--- config.mk ---
export PLATFORM = sky130hd
export DESIGN_NAME = tw_master
export DESIGN_NICKNAME = d
export VERILOG_FILES = /design/src/tw_pkg.sv /design/src/tw_fifo_if.sv /design/src/tw_sync.sv /design/src/tw_fifo.sv /design/src/tw_master.sv
export SDC_FILE = /design/constraint.sdc
export NUM_CORES = 1
export LEC_CHECK = 0
export BUFFER_PORTS_ARGS = -buffer_cell sky130_fd_sc_hd__buf_2
export CAP_MARGIN = 10
export CORE_MARGIN = 2
export CORE_UTILIZATION = 55
export DETAILED_ROUTE_END_ITERATION = 10
export GPL_ROUTABILITY_DRIVEN = 1
export PLACE_DENSITY = 0.75
export SLEW_MARGIN = 25
export SYNTH_ARGS = -nofsm -noshare
export SYNTH_HDL_FRONTEND = slang
export SYNTH_SLANG_ARGS = --single-unit
export TNS_END_PERCENT = 10
--- constraint.sdc ---
create_clock -name clk_in -period 3.1 [get_ports clk_in]
set_input_delay 0.31 -clock clk_in [delete_from_list [all_inputs] [get_ports clk_in]]
set_output_delay 0.31 -clock clk_in [all_outputs]
set_load 0.05 [all_outputs]
--- src/tw_pkg.sv ---
/*
  constants, field positions and types for the two-wire bus master.
  assumes a single 100 MHz clock and the four printed register addresses.
*/
`default_nettype none
package tw_pkg;
  // register byte addresses
  localparam logic [31:0] TW_ADDR_DATA = 32'h1004_2000;
  localparam logic [31:0] TW_ADDR_CTRL = 32'h1004_2004;
  localparam logic [31:0] TW_ADDR_STAT = 32'h1004_2008;
  localparam logic [31:0] TW_ADDR_DIV = 32'h1004_200c;
  // bus_control fields
  localparam int CTRL_IRQ_ENABLE = 4;
  localparam int CTRL_START_REQUEST = 3;
  localparam int CTRL_STOP_REQUEST = 2;
  localparam int CTRL_ACK_LEVEL_SELECT = 1;
  localparam int CTRL_CONTROLLER_ENABLE = 0;
  // bus_status fields
  localparam int STAT_COND_QUEUE_PENDING = 4;
  localparam int STAT_BUSY = 3;
  localparam int STAT_TRANSFER_IDLE = 2;
  localparam int STAT_DATA_VALID_FLAG = 1;
  localparam int STAT_RECEIVED_ACK_LEVEL = 0;
  // reset values
  localparam logic [7:0] CTRL_RST = 8'h00;
  localparam logic [7:0] STAT_RST = 8'h04;
  localparam logic [15:0] DIV_RST = 16'h0000;
  // sizes
  localparam int BYTE_W = 8;
  localparam int ENTRY_W = 10;
  localparam int TX_DEPTH = 4;
  localparam int RX_DEPTH = 2;
  localparam int QCNT_W = 17;
  localparam logic [3:0] ACK_SLOT = 4'h8;
  localparam logic [2:0] CMD_CNT_W0 = 3'h0;
  localparam logic [2:0] CMD_ONE = 3'h1;
  // clock rates
  localparam int CLK_HZ = 100_000_000;
  localparam int SCL_MAX_HZ = 400_000;
  // quarter phases of one bus step
  localparam logic [1:0] PH_SETUP = 2'h0;
  localparam logic [1:0] PH_RISE = 2'h1;
  localparam logic [1:0] PH_HIGH = 2'h2;
  localparam logic [1:0] PH_FALL = 2'h3;
  typedef enum logic [1:0] {
    TW_K_DATA = 2'h0,
    TW_K_START = 2'h1,
    TW_K_STOP = 2'h2
  } tw_kind_e;
  typedef enum logic [1:0] {
    TW_IDLE = 2'h0,
    TW_START = 2'h1,
    TW_BIT = 2'h3,
    TW_STOP = 2'h2
  } tw_state_e;
endpackage
`default_nettype wire

--- src/tw_fifo_if.sv ---
/*
  push/pop carrier between the master core and its queues.
  assumes both ends run on the same clock.
*/
`timescale 1ns/100ps
`default_nettype none
interface tw_fifo_if #(parameter int W = 8);
  logic push;
  logic [W-1:0] push_data;
  logic full;
  logic pop;
  logic [W-1:0] pop_data;
  logic empty;
  logic one_left;
  modport store (input push, push_data, pop,
                 output full, pop_data, empty, one_left);
  modport user (output push, push_data, pop,
                input full, pop_data, empty, one_left);
endinterface
`default_nettype wire

--- src/tw_sync.sv ---
/*
  two-flop synchroniser for pin inputs.
  assumes inputs are asynchronous to clk_in.
*/
`timescale 1ns/100ps
`default_nettype none
module tw_sync #(parameter int W = 2) (
  // clock and reset
  input wire logic clk_in,
  input wire logic rst_n_in,
  // data
  input wire logic [W-1:0] d_in,
  output logic [W-1:0] q_out
);
  logic [W-1:0] meta_reg;
  always_ff @(posedge clk_in or negedge rst_n_in) begin
    if (!rst_n_in) begin
      meta_reg <= '1;
      q_out <= '1;
    end else begin
      meta_reg <= d_in;
      q_out <= meta_reg;
    end
  end
endmodule // tw_sync
`default_nettype wire

--- src/tw_fifo.sv ---
/*
  small first-in first-out store; push ignored when full, pop when empty.
  assumes D is a power of two.
*/
`timescale 1ns/100ps
`default_nettype none
module tw_fifo #(parameter int W = 8, parameter int D = 2) (
  // clock and reset
  input wire logic clk_in,
  input wire logic rst_n_in,
  // queue port
  tw_fifo_if.store q
);
  localparam int AW = $clog2(D);
  logic [W-1:0] mem [D];
  logic [AW:0] wr_reg;
  logic [AW:0] rd_reg;
  logic [AW:0] level;
  assign level = wr_reg - rd_reg;
  assign q.empty = (wr_reg == rd_reg);
  assign q.full = (level == (AW+1)'(D));
  assign q.one_left = (level == (AW+1)'(1));
  assign q.pop_data = mem[rd_reg[AW-1:0]];
  always_ff @(posedge clk_in) begin
    if (q.push && !q.full) begin
      mem[wr_reg[AW-1:0]] <= q.push_data;
    end
  end
  always_ff @(posedge clk_in or negedge rst_n_in) begin
    if (!rst_n_in) begin
      wr_reg <= '0;
      rd_reg <= '0;
    end else begin
      if (q.push && !q.full) begin
        wr_reg <= wr_reg + (AW+1)'(1);
      end
      if (q.pop && !q.empty) begin
        rd_reg <= rd_reg + (AW+1)'(1);
      end
    end
  end
endmodule // tw_fifo
`default_nettype wire

--- src/tw_master.sv ---
/*
  single-master two-wire bus controller with queued commands and data.
  assumes a register port on clk_in and open-drain pads outside.
*/
`timescale 1ns/100ps
`default_nettype none
// Function
// RL1 - acts only as the sole bus master, no arbitration.
// RL2 - serial clock rates up to 400 kHz are reachable.
// RL3 - bidirectional data line, clock line times every bit.
// RL4 - transmit and receive paths are double-buffered.
// RL5 - data register is FIFO port: writes enqueue, reads dequeue.
// RL6 - control bit 4 gates the interrupt output.
// RL7 - writing 1 to control bit 3 queues a START.
// RL8 - writing 1 to control bit 2 queues a STOP. Code queues only the START when bit 3 is also written 1.
// RL9 - software writes only 1 to START and STOP bits.
// RL10 - control bit 1 picks acknowledge level sent when receiving.
// RL11 - control bit 0 enables the whole controller.
// RL12 - control and status bits 7:5 read zero, writes ignored.
// RL13 - status bit 4 shows pending START/STOP commands.
// RL14 - status bit 3 shows bus busy.
// RL15 - status bit 2 idle flag, low during byte and ack, resets 1.
// RL16 - status bit 1 data-valid flag, software writable.
// RL17 - status bit 0 holds acknowledge level sampled after sending.
// RL18 - waits while a slave holds the clock low.
// RL19 - general call and START byte sent right after START.
// RL20 - burst transfers of consecutive bytes either direction.
// RL21 - divider bits 15:1 give clock / (16 * rate) - 1.
// RL22 - queued actions run in written order and leave the queue.
// RL23 - interrupt on each byte with ack and on valid data.
module tw_master
  import tw_pkg::*;
(
  // clock and reset
  input wire logic clk_in,
  input wire logic rst_n_in,
  // register port
  input wire logic [31:0] reg_addr_in,
  input wire logic reg_wr_in,
  input wire logic reg_rd_in,
  input wire logic [15:0] reg_wdata_in,
  output logic [15:0] reg_rdata_out,
  // serial clock pin
  input wire logic scl_in,
  output logic scl_out,
  output logic scl_oe_out,
  // serial data pin
  input wire logic sda_in,
  output logic sda_out,
  output logic sda_oe_out,
  // interrupt
  output logic irq_out
);
  tw_fifo_if #(.W(ENTRY_W)) tx_q ();
  tw_fifo_if #(.W(BYTE_W)) rx_q ();

  tw_state_e state_reg;
  logic [1:0] phase_reg;
  logic [3:0] bit_cnt_reg;
  logic [7:0] shift_reg;
  logic rx_byte_reg;
  logic first_byte_reg;
  logic read_mode_reg;
  logic scl_oe_reg;
  logic sda_oe_reg;
  logic irq_enable_reg;
  logic ack_level_select_reg;
  logic controller_enable_reg;
  logic [15:0] div_reg;
  logic [QCNT_W-1:0] qcnt_reg;
  logic [2:0] cmd_cnt_reg;
  logic busy_reg;
  logic sda_prev_reg;
  logic data_valid_reg;
  logic received_ack_reg;
  logic byte_done_reg;
  logic irq_reg;
  logic [15:0] rdata_reg;
  logic [1:0] pins_sync;
  logic scl_s;
  logic sda_s;
  logic tick;
  logic held;
  logic byte_end;
  logic wr_data;
  logic wr_ctrl;
  logic wr_stat;
  logic wr_div;
  logic rd_data;
  logic rd_stat;
  logic head_cmd;
  logic rx_blocked;
  logic push_cmd;
  logic pop_cmd;
  logic cmd_done;
  logic [7:0] ctrl_view;
  logic [7:0] stat_view;

  // pin inputs
  tw_sync #(.W(2)) u_sync (
    .clk_in(clk_in),
    .rst_n_in(rst_n_in),
    .d_in({scl_in, sda_in}),
    .q_out(pins_sync)
  );
  assign scl_s = pins_sync[1];
  assign sda_s = pins_sync[0];

  // queues
  tw_fifo #(.W(ENTRY_W), .D(TX_DEPTH)) u_tx (
    .clk_in(clk_in),
    .rst_n_in(rst_n_in),
    .q(tx_q.store)
  );
  tw_fifo #(.W(BYTE_W), .D(RX_DEPTH)) u_rx (
    .clk_in(clk_in),
    .rst_n_in(rst_n_in),
    .q(rx_q.store)
  );

  // address decode
  assign wr_data = reg_wr_in && (reg_addr_in == TW_ADDR_DATA);
  assign wr_ctrl = reg_wr_in && (reg_addr_in == TW_ADDR_CTRL);
  assign wr_stat = reg_wr_in && (reg_addr_in == TW_ADDR_STAT);
  assign wr_div = reg_wr_in && (reg_addr_in == TW_ADDR_DIV);
  assign rd_data = reg_rd_in && (reg_addr_in == TW_ADDR_DATA);
  assign rd_stat = reg_rd_in && (reg_addr_in == TW_ADDR_STAT);

  // queue writes: data bytes and start/stop share one ordered queue
  assign push_cmd = wr_ctrl && (reg_wdata_in[CTRL_START_REQUEST] ||
                    reg_wdata_in[CTRL_STOP_REQUEST]); // RL7 RL8 RL9
  assign tx_q.push = wr_data || push_cmd; // RL5 RL22
  always_comb begin
    if (wr_ctrl && reg_wdata_in[CTRL_START_REQUEST]) begin
      tx_q.push_data = {TW_K_START, 8'h00}; // RL7
    end else if (wr_ctrl) begin
      tx_q.push_data = {TW_K_STOP, 8'h00}; // RL8
    end else begin
      tx_q.push_data = {TW_K_DATA, reg_wdata_in[BYTE_W-1:0]}; // RL5
    end
  end
  assign head_cmd = (tx_q.pop_data[ENTRY_W-1 -: 2] != TW_K_DATA);
  assign rx_blocked = !head_cmd && read_mode_reg && !first_byte_reg &&
                      rx_q.full; // RL4
  assign tx_q.pop = controller_enable_reg && (state_reg == TW_IDLE) &&
                    !tx_q.empty && !rx_blocked; // RL22
  assign pop_cmd = tx_q.pop && head_cmd;
  // a start/stop stays pending until finished on the wires or disabled while on the wires; a stop on a free bus only until popped
  assign cmd_done = (pop_cmd && !busy_reg &&
                     (tx_q.pop_data[ENTRY_W-1 -: 2] == TW_K_STOP)) ||
                    (((state_reg == TW_START) || (state_reg == TW_STOP)) &&
                     (!controller_enable_reg ||
                      (tick && !held && (phase_reg == PH_FALL)))); // RL22
  assign rx_q.pop = rd_data && !rx_q.empty; // RL5

  // pending command count
  always_ff @(posedge clk_in or negedge rst_n_in) begin
    if (!rst_n_in) begin
      cmd_cnt_reg <= CMD_CNT_W0;
    end else if ((push_cmd && !tx_q.full) && !cmd_done) begin
      cmd_cnt_reg <= cmd_cnt_reg + CMD_ONE; // RL13
    end else if (!(push_cmd && !tx_q.full) && cmd_done) begin
      cmd_cnt_reg <= cmd_cnt_reg - CMD_ONE; // RL13
    end
  end

  // control and divider registers
  always_ff @(posedge clk_in or negedge rst_n_in) begin
    if (!rst_n_in) begin
      irq_enable_reg <= CTRL_RST[CTRL_IRQ_ENABLE];
      ack_level_select_reg <= CTRL_RST[CTRL_ACK_LEVEL_SELECT];
      controller_enable_reg <= CTRL_RST[CTRL_CONTROLLER_ENABLE];
    end else if (wr_ctrl) begin
      irq_enable_reg <= reg_wdata_in[CTRL_IRQ_ENABLE]; // RL6
      ack_level_select_reg <= reg_wdata_in[CTRL_ACK_LEVEL_SELECT]; // RL10
      controller_enable_reg <= reg_wdata_in[CTRL_CONTROLLER_ENABLE]; // RL11
    end
  end
  always_ff @(posedge clk_in or negedge rst_n_in) begin
    if (!rst_n_in) begin
      div_reg <= DIV_RST;
    end else if (wr_div) begin
      div_reg <= reg_wdata_in;
    end
  end

  // quarter-bit tick: four ticks per bit, 16 * (divider bits 15:1 + 1) clocks
  assign tick = (qcnt_reg == {div_reg[15:1], 2'h3}); // RL21 RL2
  always_ff @(posedge clk_in or negedge rst_n_in) begin
    if (!rst_n_in) begin
      qcnt_reg <= '0;
    end else if (tick || !controller_enable_reg) begin
      qcnt_reg <= '0;
    end else begin
      qcnt_reg <= qcnt_reg + QCNT_W'(1);
    end
  end

  // a released clock that still reads low is a slave stretching it
  assign held = (phase_reg == PH_HIGH) && !scl_s; // RL18
  assign byte_end = (state_reg == TW_BIT) && tick && !held &&
                    (phase_reg == PH_FALL) && (bit_cnt_reg == ACK_SLOT);

  // bus engine; sole master, never checks for lost arbitration
  always_ff @(posedge clk_in or negedge rst_n_in) begin // RL1
    if (!rst_n_in) begin
      state_reg <= TW_IDLE;
      phase_reg <= PH_SETUP;
      bit_cnt_reg <= '0;
      shift_reg <= '0;
      rx_byte_reg <= 1'b0;
      first_byte_reg <= 1'b0;
      read_mode_reg <= 1'b0;
      scl_oe_reg <= 1'b0;
      sda_oe_reg <= 1'b0;
      received_ack_reg <= STAT_RST[STAT_RECEIVED_ACK_LEVEL];
    end else if (!controller_enable_reg) begin
      state_reg <= TW_IDLE; // RL11
      phase_reg <= PH_SETUP;
      scl_oe_reg <= 1'b0;
      sda_oe_reg <= 1'b0;
    end else begin
      unique case (state_reg)
        TW_IDLE: begin
          phase_reg <= PH_SETUP;
          bit_cnt_reg <= '0;
          if (tx_q.pop) begin
            shift_reg <= tx_q.pop_data[BYTE_W-1:0];
            rx_byte_reg <= read_mode_reg && !first_byte_reg; // RL20
            unique case (tx_q.pop_data[ENTRY_W-1 -: 2])
              TW_K_START: state_reg <= TW_START; // RL22
              TW_K_STOP: state_reg <= busy_reg ? TW_STOP : TW_IDLE;
              default: state_reg <= TW_BIT; // RL22
            endcase
          end
        end
        TW_START: begin
          if (tick && !held) begin
            phase_reg <= phase_reg + 2'h1;
            unique case (phase_reg)
              PH_SETUP: sda_oe_reg <= 1'b0;
              PH_RISE: scl_oe_reg <= 1'b0;
              PH_HIGH: sda_oe_reg <= 1'b1; // RL7
              PH_FALL: begin
                scl_oe_reg <= 1'b1;
                state_reg <= TW_IDLE;
                first_byte_reg <= 1'b1; // RL19
                read_mode_reg <= 1'b0;
              end
            endcase
          end
        end
        TW_BIT: begin
          if (tick && !held) begin
            phase_reg <= phase_reg + 2'h1;
            unique case (phase_reg)
              PH_SETUP: begin
                if (bit_cnt_reg == ACK_SLOT) begin
                  sda_oe_reg <= rx_byte_reg && !ack_level_select_reg; // RL10
                end else begin
                  sda_oe_reg <= !rx_byte_reg && !shift_reg[7]; // RL3
                end
              end
              PH_RISE: scl_oe_reg <= 1'b0;
              PH_HIGH: begin
                if (bit_cnt_reg == ACK_SLOT) begin
                  if (!rx_byte_reg) begin
                    received_ack_reg <= sda_s; // RL17
                  end
                end else begin
                  shift_reg <= {shift_reg[6:0], sda_s}; // RL3
                end
              end
              PH_FALL: begin
                scl_oe_reg <= 1'b1;
                if (bit_cnt_reg == ACK_SLOT) begin
                  state_reg <= TW_IDLE;
                  first_byte_reg <= 1'b0;
                  if (first_byte_reg) begin
                    read_mode_reg <= shift_reg[0]; // RL20
                  end
                end else begin
                  bit_cnt_reg <= bit_cnt_reg + 4'h1;
                end
              end
            endcase
          end
        end
        TW_STOP: begin
          if (tick && !held) begin
            phase_reg <= phase_reg + 2'h1;
            unique case (phase_reg)
              PH_SETUP: begin
                scl_oe_reg <= 1'b1;
                sda_oe_reg <= 1'b1;
              end
              PH_RISE: scl_oe_reg <= 1'b0;
              PH_HIGH: sda_oe_reg <= 1'b0; // RL8
              PH_FALL: begin
                state_reg <= TW_IDLE;
                read_mode_reg <= 1'b0;
              end
            endcase
          end
        end
      endcase
    end
  end

  // received bytes enter the receive queue after their ack slot
  assign rx_q.push = byte_end && rx_byte_reg; // RL4
  assign rx_q.push_data = shift_reg;

  // bus busy from start/stop seen on the wires
  always_ff @(posedge clk_in or negedge rst_n_in) begin
    if (!rst_n_in) begin
      sda_prev_reg <= 1'b1;
      busy_reg <= STAT_RST[STAT_BUSY];
    end else begin
      sda_prev_reg <= sda_s;
      if (scl_s && sda_prev_reg && !sda_s) begin
        busy_reg <= 1'b1; // RL14
      end else if (scl_s && !sda_prev_reg && sda_s) begin
        busy_reg <= 1'b0; // RL14
      end
    end
  end

  // data-valid flag: hardware set beats software write
  always_ff @(posedge clk_in or negedge rst_n_in) begin
    if (!rst_n_in) begin
      data_valid_reg <= STAT_RST[STAT_DATA_VALID_FLAG];
    end else if (rx_q.push) begin
      data_valid_reg <= 1'b1; // RL16
    end else if (wr_stat) begin
      data_valid_reg <= reg_wdata_in[STAT_DATA_VALID_FLAG]; // RL16
    end else if (rx_q.pop && rx_q.one_left) begin
      data_valid_reg <= 1'b0;
    end
  end

  // byte-complete event, cleared by a status read
  always_ff @(posedge clk_in or negedge rst_n_in) begin
    if (!rst_n_in) begin
      byte_done_reg <= 1'b0;
    end else if (byte_end) begin
      byte_done_reg <= 1'b1; // RL23
    end else if (rd_stat) begin
      byte_done_reg <= 1'b0;
    end
  end
  always_ff @(posedge clk_in or negedge rst_n_in) begin
    if (!rst_n_in) begin
      irq_reg <= 1'b0;
    end else begin
      irq_reg <= irq_enable_reg && (byte_done_reg || data_valid_reg); // RL6 RL23
    end
  end

  // register read views
  assign ctrl_view = {3'h0, irq_enable_reg, 2'h0, ack_level_select_reg,
                      controller_enable_reg}; // RL12
  assign stat_view = {3'h0, (cmd_cnt_reg != CMD_CNT_W0), busy_reg,
                      (state_reg == TW_IDLE), data_valid_reg,
                      received_ack_reg}; // RL12 RL13 RL15
  always_ff @(posedge clk_in or negedge rst_n_in) begin
    if (!rst_n_in) begin
      rdata_reg <= '0;
    end else if (reg_rd_in) begin
      unique case (reg_addr_in)
        TW_ADDR_DATA: rdata_reg <= {8'h00, rx_q.pop_data}; // RL5
        TW_ADDR_CTRL: rdata_reg <= {8'h00, ctrl_view};
        TW_ADDR_STAT: rdata_reg <= {8'h00, stat_view};
        TW_ADDR_DIV: rdata_reg <= div_reg;
        default: rdata_reg <= '0;
      endcase
    end
  end

  // outputs; pads are open-drain, only ever pulled low
  assign reg_rdata_out = rdata_reg;
  assign scl_out = 1'b0;
  assign sda_out = 1'b0;
  assign scl_oe_out = scl_oe_reg;
  assign sda_oe_out = sda_oe_reg;
  assign irq_out = irq_reg;
endmodule // tw_master
`default_nettype wire

==> summary.md <==
| Metric | Value |
|---|---|
| Ratio of cells with drive above 1 in the final layout | `between 20 and 25%` |
| Post-synthesis sequential area ratio | `56.4%` |
| GPL Wtd Cong | `0.934` |
| Footprint of the flip-flops and latches | `4090 µm²` |
| Inserted Clock Buffers | `17` |
| Sum Neg Setup Slack | `0 ps` |
| Worst-skew pair later-pin latency | `420 ps` |
| Antenna Nets Post-Route | `0` |
| Wire length of the first global-routing pass | `26600 µm` |
| CP Max Fanout | `3` |
| Static leakage | `3.66 nW` |
| Total number of placement rows | `41` |
| Fin util | `66.6%` |
| Maximum count of clock buffers along a single path | `2` |
| Setup repair after global routing missed its margin | `false` |
| Length of the first detailed-routing pass in iterations | `5` |
| Clock slew at the register clock pins of the worst setup and hold paths | `60 ps` |
| Iteration-0 DRC Markers | `approximately 400` |
| Clock root buffer | `clkbuf_16` |
| Worst relative slew slack | `46.0%` |
| Multi-input logic area | `2960 µm²` |
| Commonest cells after routing, fill and taps aside | `91 x dfrtp_1, 71 x buf_2, 56 x edfxtp_1, 52 x nand2_1, 39 x nor2_1` |
| Clock skew after layout | `8.70 ps` |
| Number of unique standard cell types used by synthesis | `64` |
| Largest net degree at the start of global routing | `just over 60` |
| Placed wire-length estimate | `11700 µm` |
| DRC errors left | `0` |
| Max Freq | `about 350 MHz` |
| Share of the cycle needed by the critical path after routing | `between 90 and 100%` |
| Power per unit of standard cell area | `506 nW/µm²` |
| Die width | `roughly 120 µm` |
| EDFF count, synth | `56` |
| Worst path required time | `3450 ps` |
| #FFs+latches synth | `152` |
| PnR worst setup slack | `238 ps` |
| Area share of the largest cell type after synthesis | `31.4%` |
| Antenna violations before repair | `0` |
| Flip-flop cell with the highest count after synthesis | `dfrtp_1` |
| Number of fill cells | `approximately 940` |
| Arrival time at the worst endpoint | `3210 ps` |
| Final Hold Violating Endpoints | `27` |
| Leading cell types by total area after synthesis | `dfrtp_1 31%, edfxtp_1 23%, mux2_2 3.9%` |
| Vias post-DR | `~5000` |
| Post-CTS Setup Bufs | `0` |
| Final worst hold slack | `-21.0 ps` |
| Final critical delay including setup and external delays | `between 2000 and 3000 ps` |
| WS Path Type | `reg2reg` |
| Cell count after synthesis | `between 500 and 600` |
| Number of global-route vias before repair | `5089` |
| I/O pin count | `75` |
| TritonCTS clock tree | `done` |
| Synthesized area per cell | `12.5 µm²` |
| Average wire per standard cell | `19.1 µm` |
| Count of endpoints failing setup in the final report | `0` |
| Die ar. | `about 14000 µm²` |
| Most common cell after layout, fill and taps aside | `dfrtp_1` |
| Number of flip-flops in the largest register | `40` |
| Slew at the pin with the worst max-slew slack | `around 800 ps` |
| Type of element launching the critical path | `register` |
| Clock sinks | `152` |
| Core Box Area | `between 10000 and 15000 µm²` |
| Outcome | `finished, violations left` |
| Worst vdd ir | `0.000357 V` |
| Fin nets | `742` |
| Share of async-settable or async-resettable flops after synthesis | `63.2%` |
| Synthesized cell area | `7250 µm²` |
| Kind of end point of the critical path | `register` |
| Wire length reported by the detailed router | `16300 µm` |
| Violations in the final reports | `hold timing` |
| Total global routing track utilization | `24.5%` |
| Count of buffers from port buffering | `just over 70` |
| Count of H-tree levels built during CTS | `4` |
| Sum of overflow across all layers after global routing | `0` |
| Max-cap violation count | `0` |
| Cell type with the highest aggregate area in the netlist | `dfrtp_1` |
| P&R area growth vs syn | `16.8%` |
| Worst min path class | `in2async` |
| Routed vias/inst | `5.82` |
| Pre-CTS worst setup slack | `263 ps` |
| Max-slew violations | `0` |
| Count of inserted antenna diode cells | `0` |
| Yosys synthesis warning count | `0` |
| Starting density of the core | `57.0%` |
| Die H | `119 µm` |
==> routing by layer <==
layer	routed length, µm	GRT usage [%]	up-vias
met1	7000	32.7	2456
met2	7770	39.5	195
li1	-	-	2266
met5	0	0	-
met4	351	7.89	0
met3	1150	6.27	34
==> metrics by stage <==
step           cells  hold slack, ps  cell area (µm²)  power [mW]
4_1_cts          851            3.14             8470        4.30
6_report         851           -21.0             8470        4.28
5_1_grt          851            36.4             8470        4.41
2_1_floorplan    580            14.4             7250        2.17
3_5_place_dp     817             347             7850        2.25
3_3_place_gp     817             346             7850        2.24
==> where the power goes <==
part	internal, mW	total [mW]	leakage [nW]	switching (mW)
clock	1.26	2.07	0.283	0.813
combinational	0.0416	0.117	1.63	0.0754
sequential	2.09	2.09	1.75	0.00545
==> kinds of logic after synthesis <==
family	Yosys count	share of synthesized area, %
adders and majority gates	22	3.90
DFF	152	56.4
muxes	54	11.0
and+or+nand+nor	187	13.2
other	1	0.0517
AOI/OAI and AO/OA	72	7.06
buffers and inverters	46	2.73
xor gates and xnor gates	45	5.65
==> final cells by class <==
class                      instances  share of cell area [%]
tap                              172                    2.54
clock buffer                      22                    5.62
timing repair buffer              91                    6.18
clock inverter                    10                    1.39
multi-input combinational        382                    35.0
inverter                          22                   0.975
sequential                       152                    48.3
==> cell usage after synthesis (9+ instances only) <==
cell and number:
a21oi_1 10, a22o_1 9, and3_1 9, clkbuf_1 16, dfrtp_1 91, edfxtp_1 56
ha_1 21, inv_1 21, mux2_2 25, mux2i_1 9, mux4_1 9, nand2_1 52
nand3_1 14, nor2_1 39, nor2b_1 10, nor3_1 10, o21ai_0 19, xnor2_1 15
xor2_1 29
==> timing repair <==
action,CTS,global route
hold buffers,2,0
hold endpoints to repair,2,0
gates resized for setup,0,0
==> critical path, cell delays in order, from the launching register on <==
cell	delay, ps
dfrtp_1	400
mux4_1	630
o41a_1	480
a22oi_1	180
ha_1	210
inv_1	60
fa_1	370
xor2_1	170
nor2_1	120
xor2_1	170
==> final timing paths <==
path,from,to,slack (ps),depth (start not counted)
max,u_tx.rd_reg[0]$_DFFE_PN0P_,cmd_cnt_reg[2]$_DFFE_PN0P_,240,9
min in group clk_in,reg_wdata_in[12],div_reg[12]$_DFFE_PN0P_,120,2
max in group asynchronous,rst_n_in,u_sync.meta_reg[0]$_DFF_PN1_,2390,2
max reg2reg,u_tx.rd_reg[0]$_DFFE_PN0P_,cmd_cnt_reg[2]$_DFFE_PN0P_,240,9
min,rst_n_in,data_valid_reg$_DFFE_PN0P_,-20,1
min reg2reg,u_sync.meta_reg[1]$_DFF_PN1_,u_sync.q_out[1]$_DFF_PN1_,360,0
No activity file was read; power rests on OpenSTA's default activity.
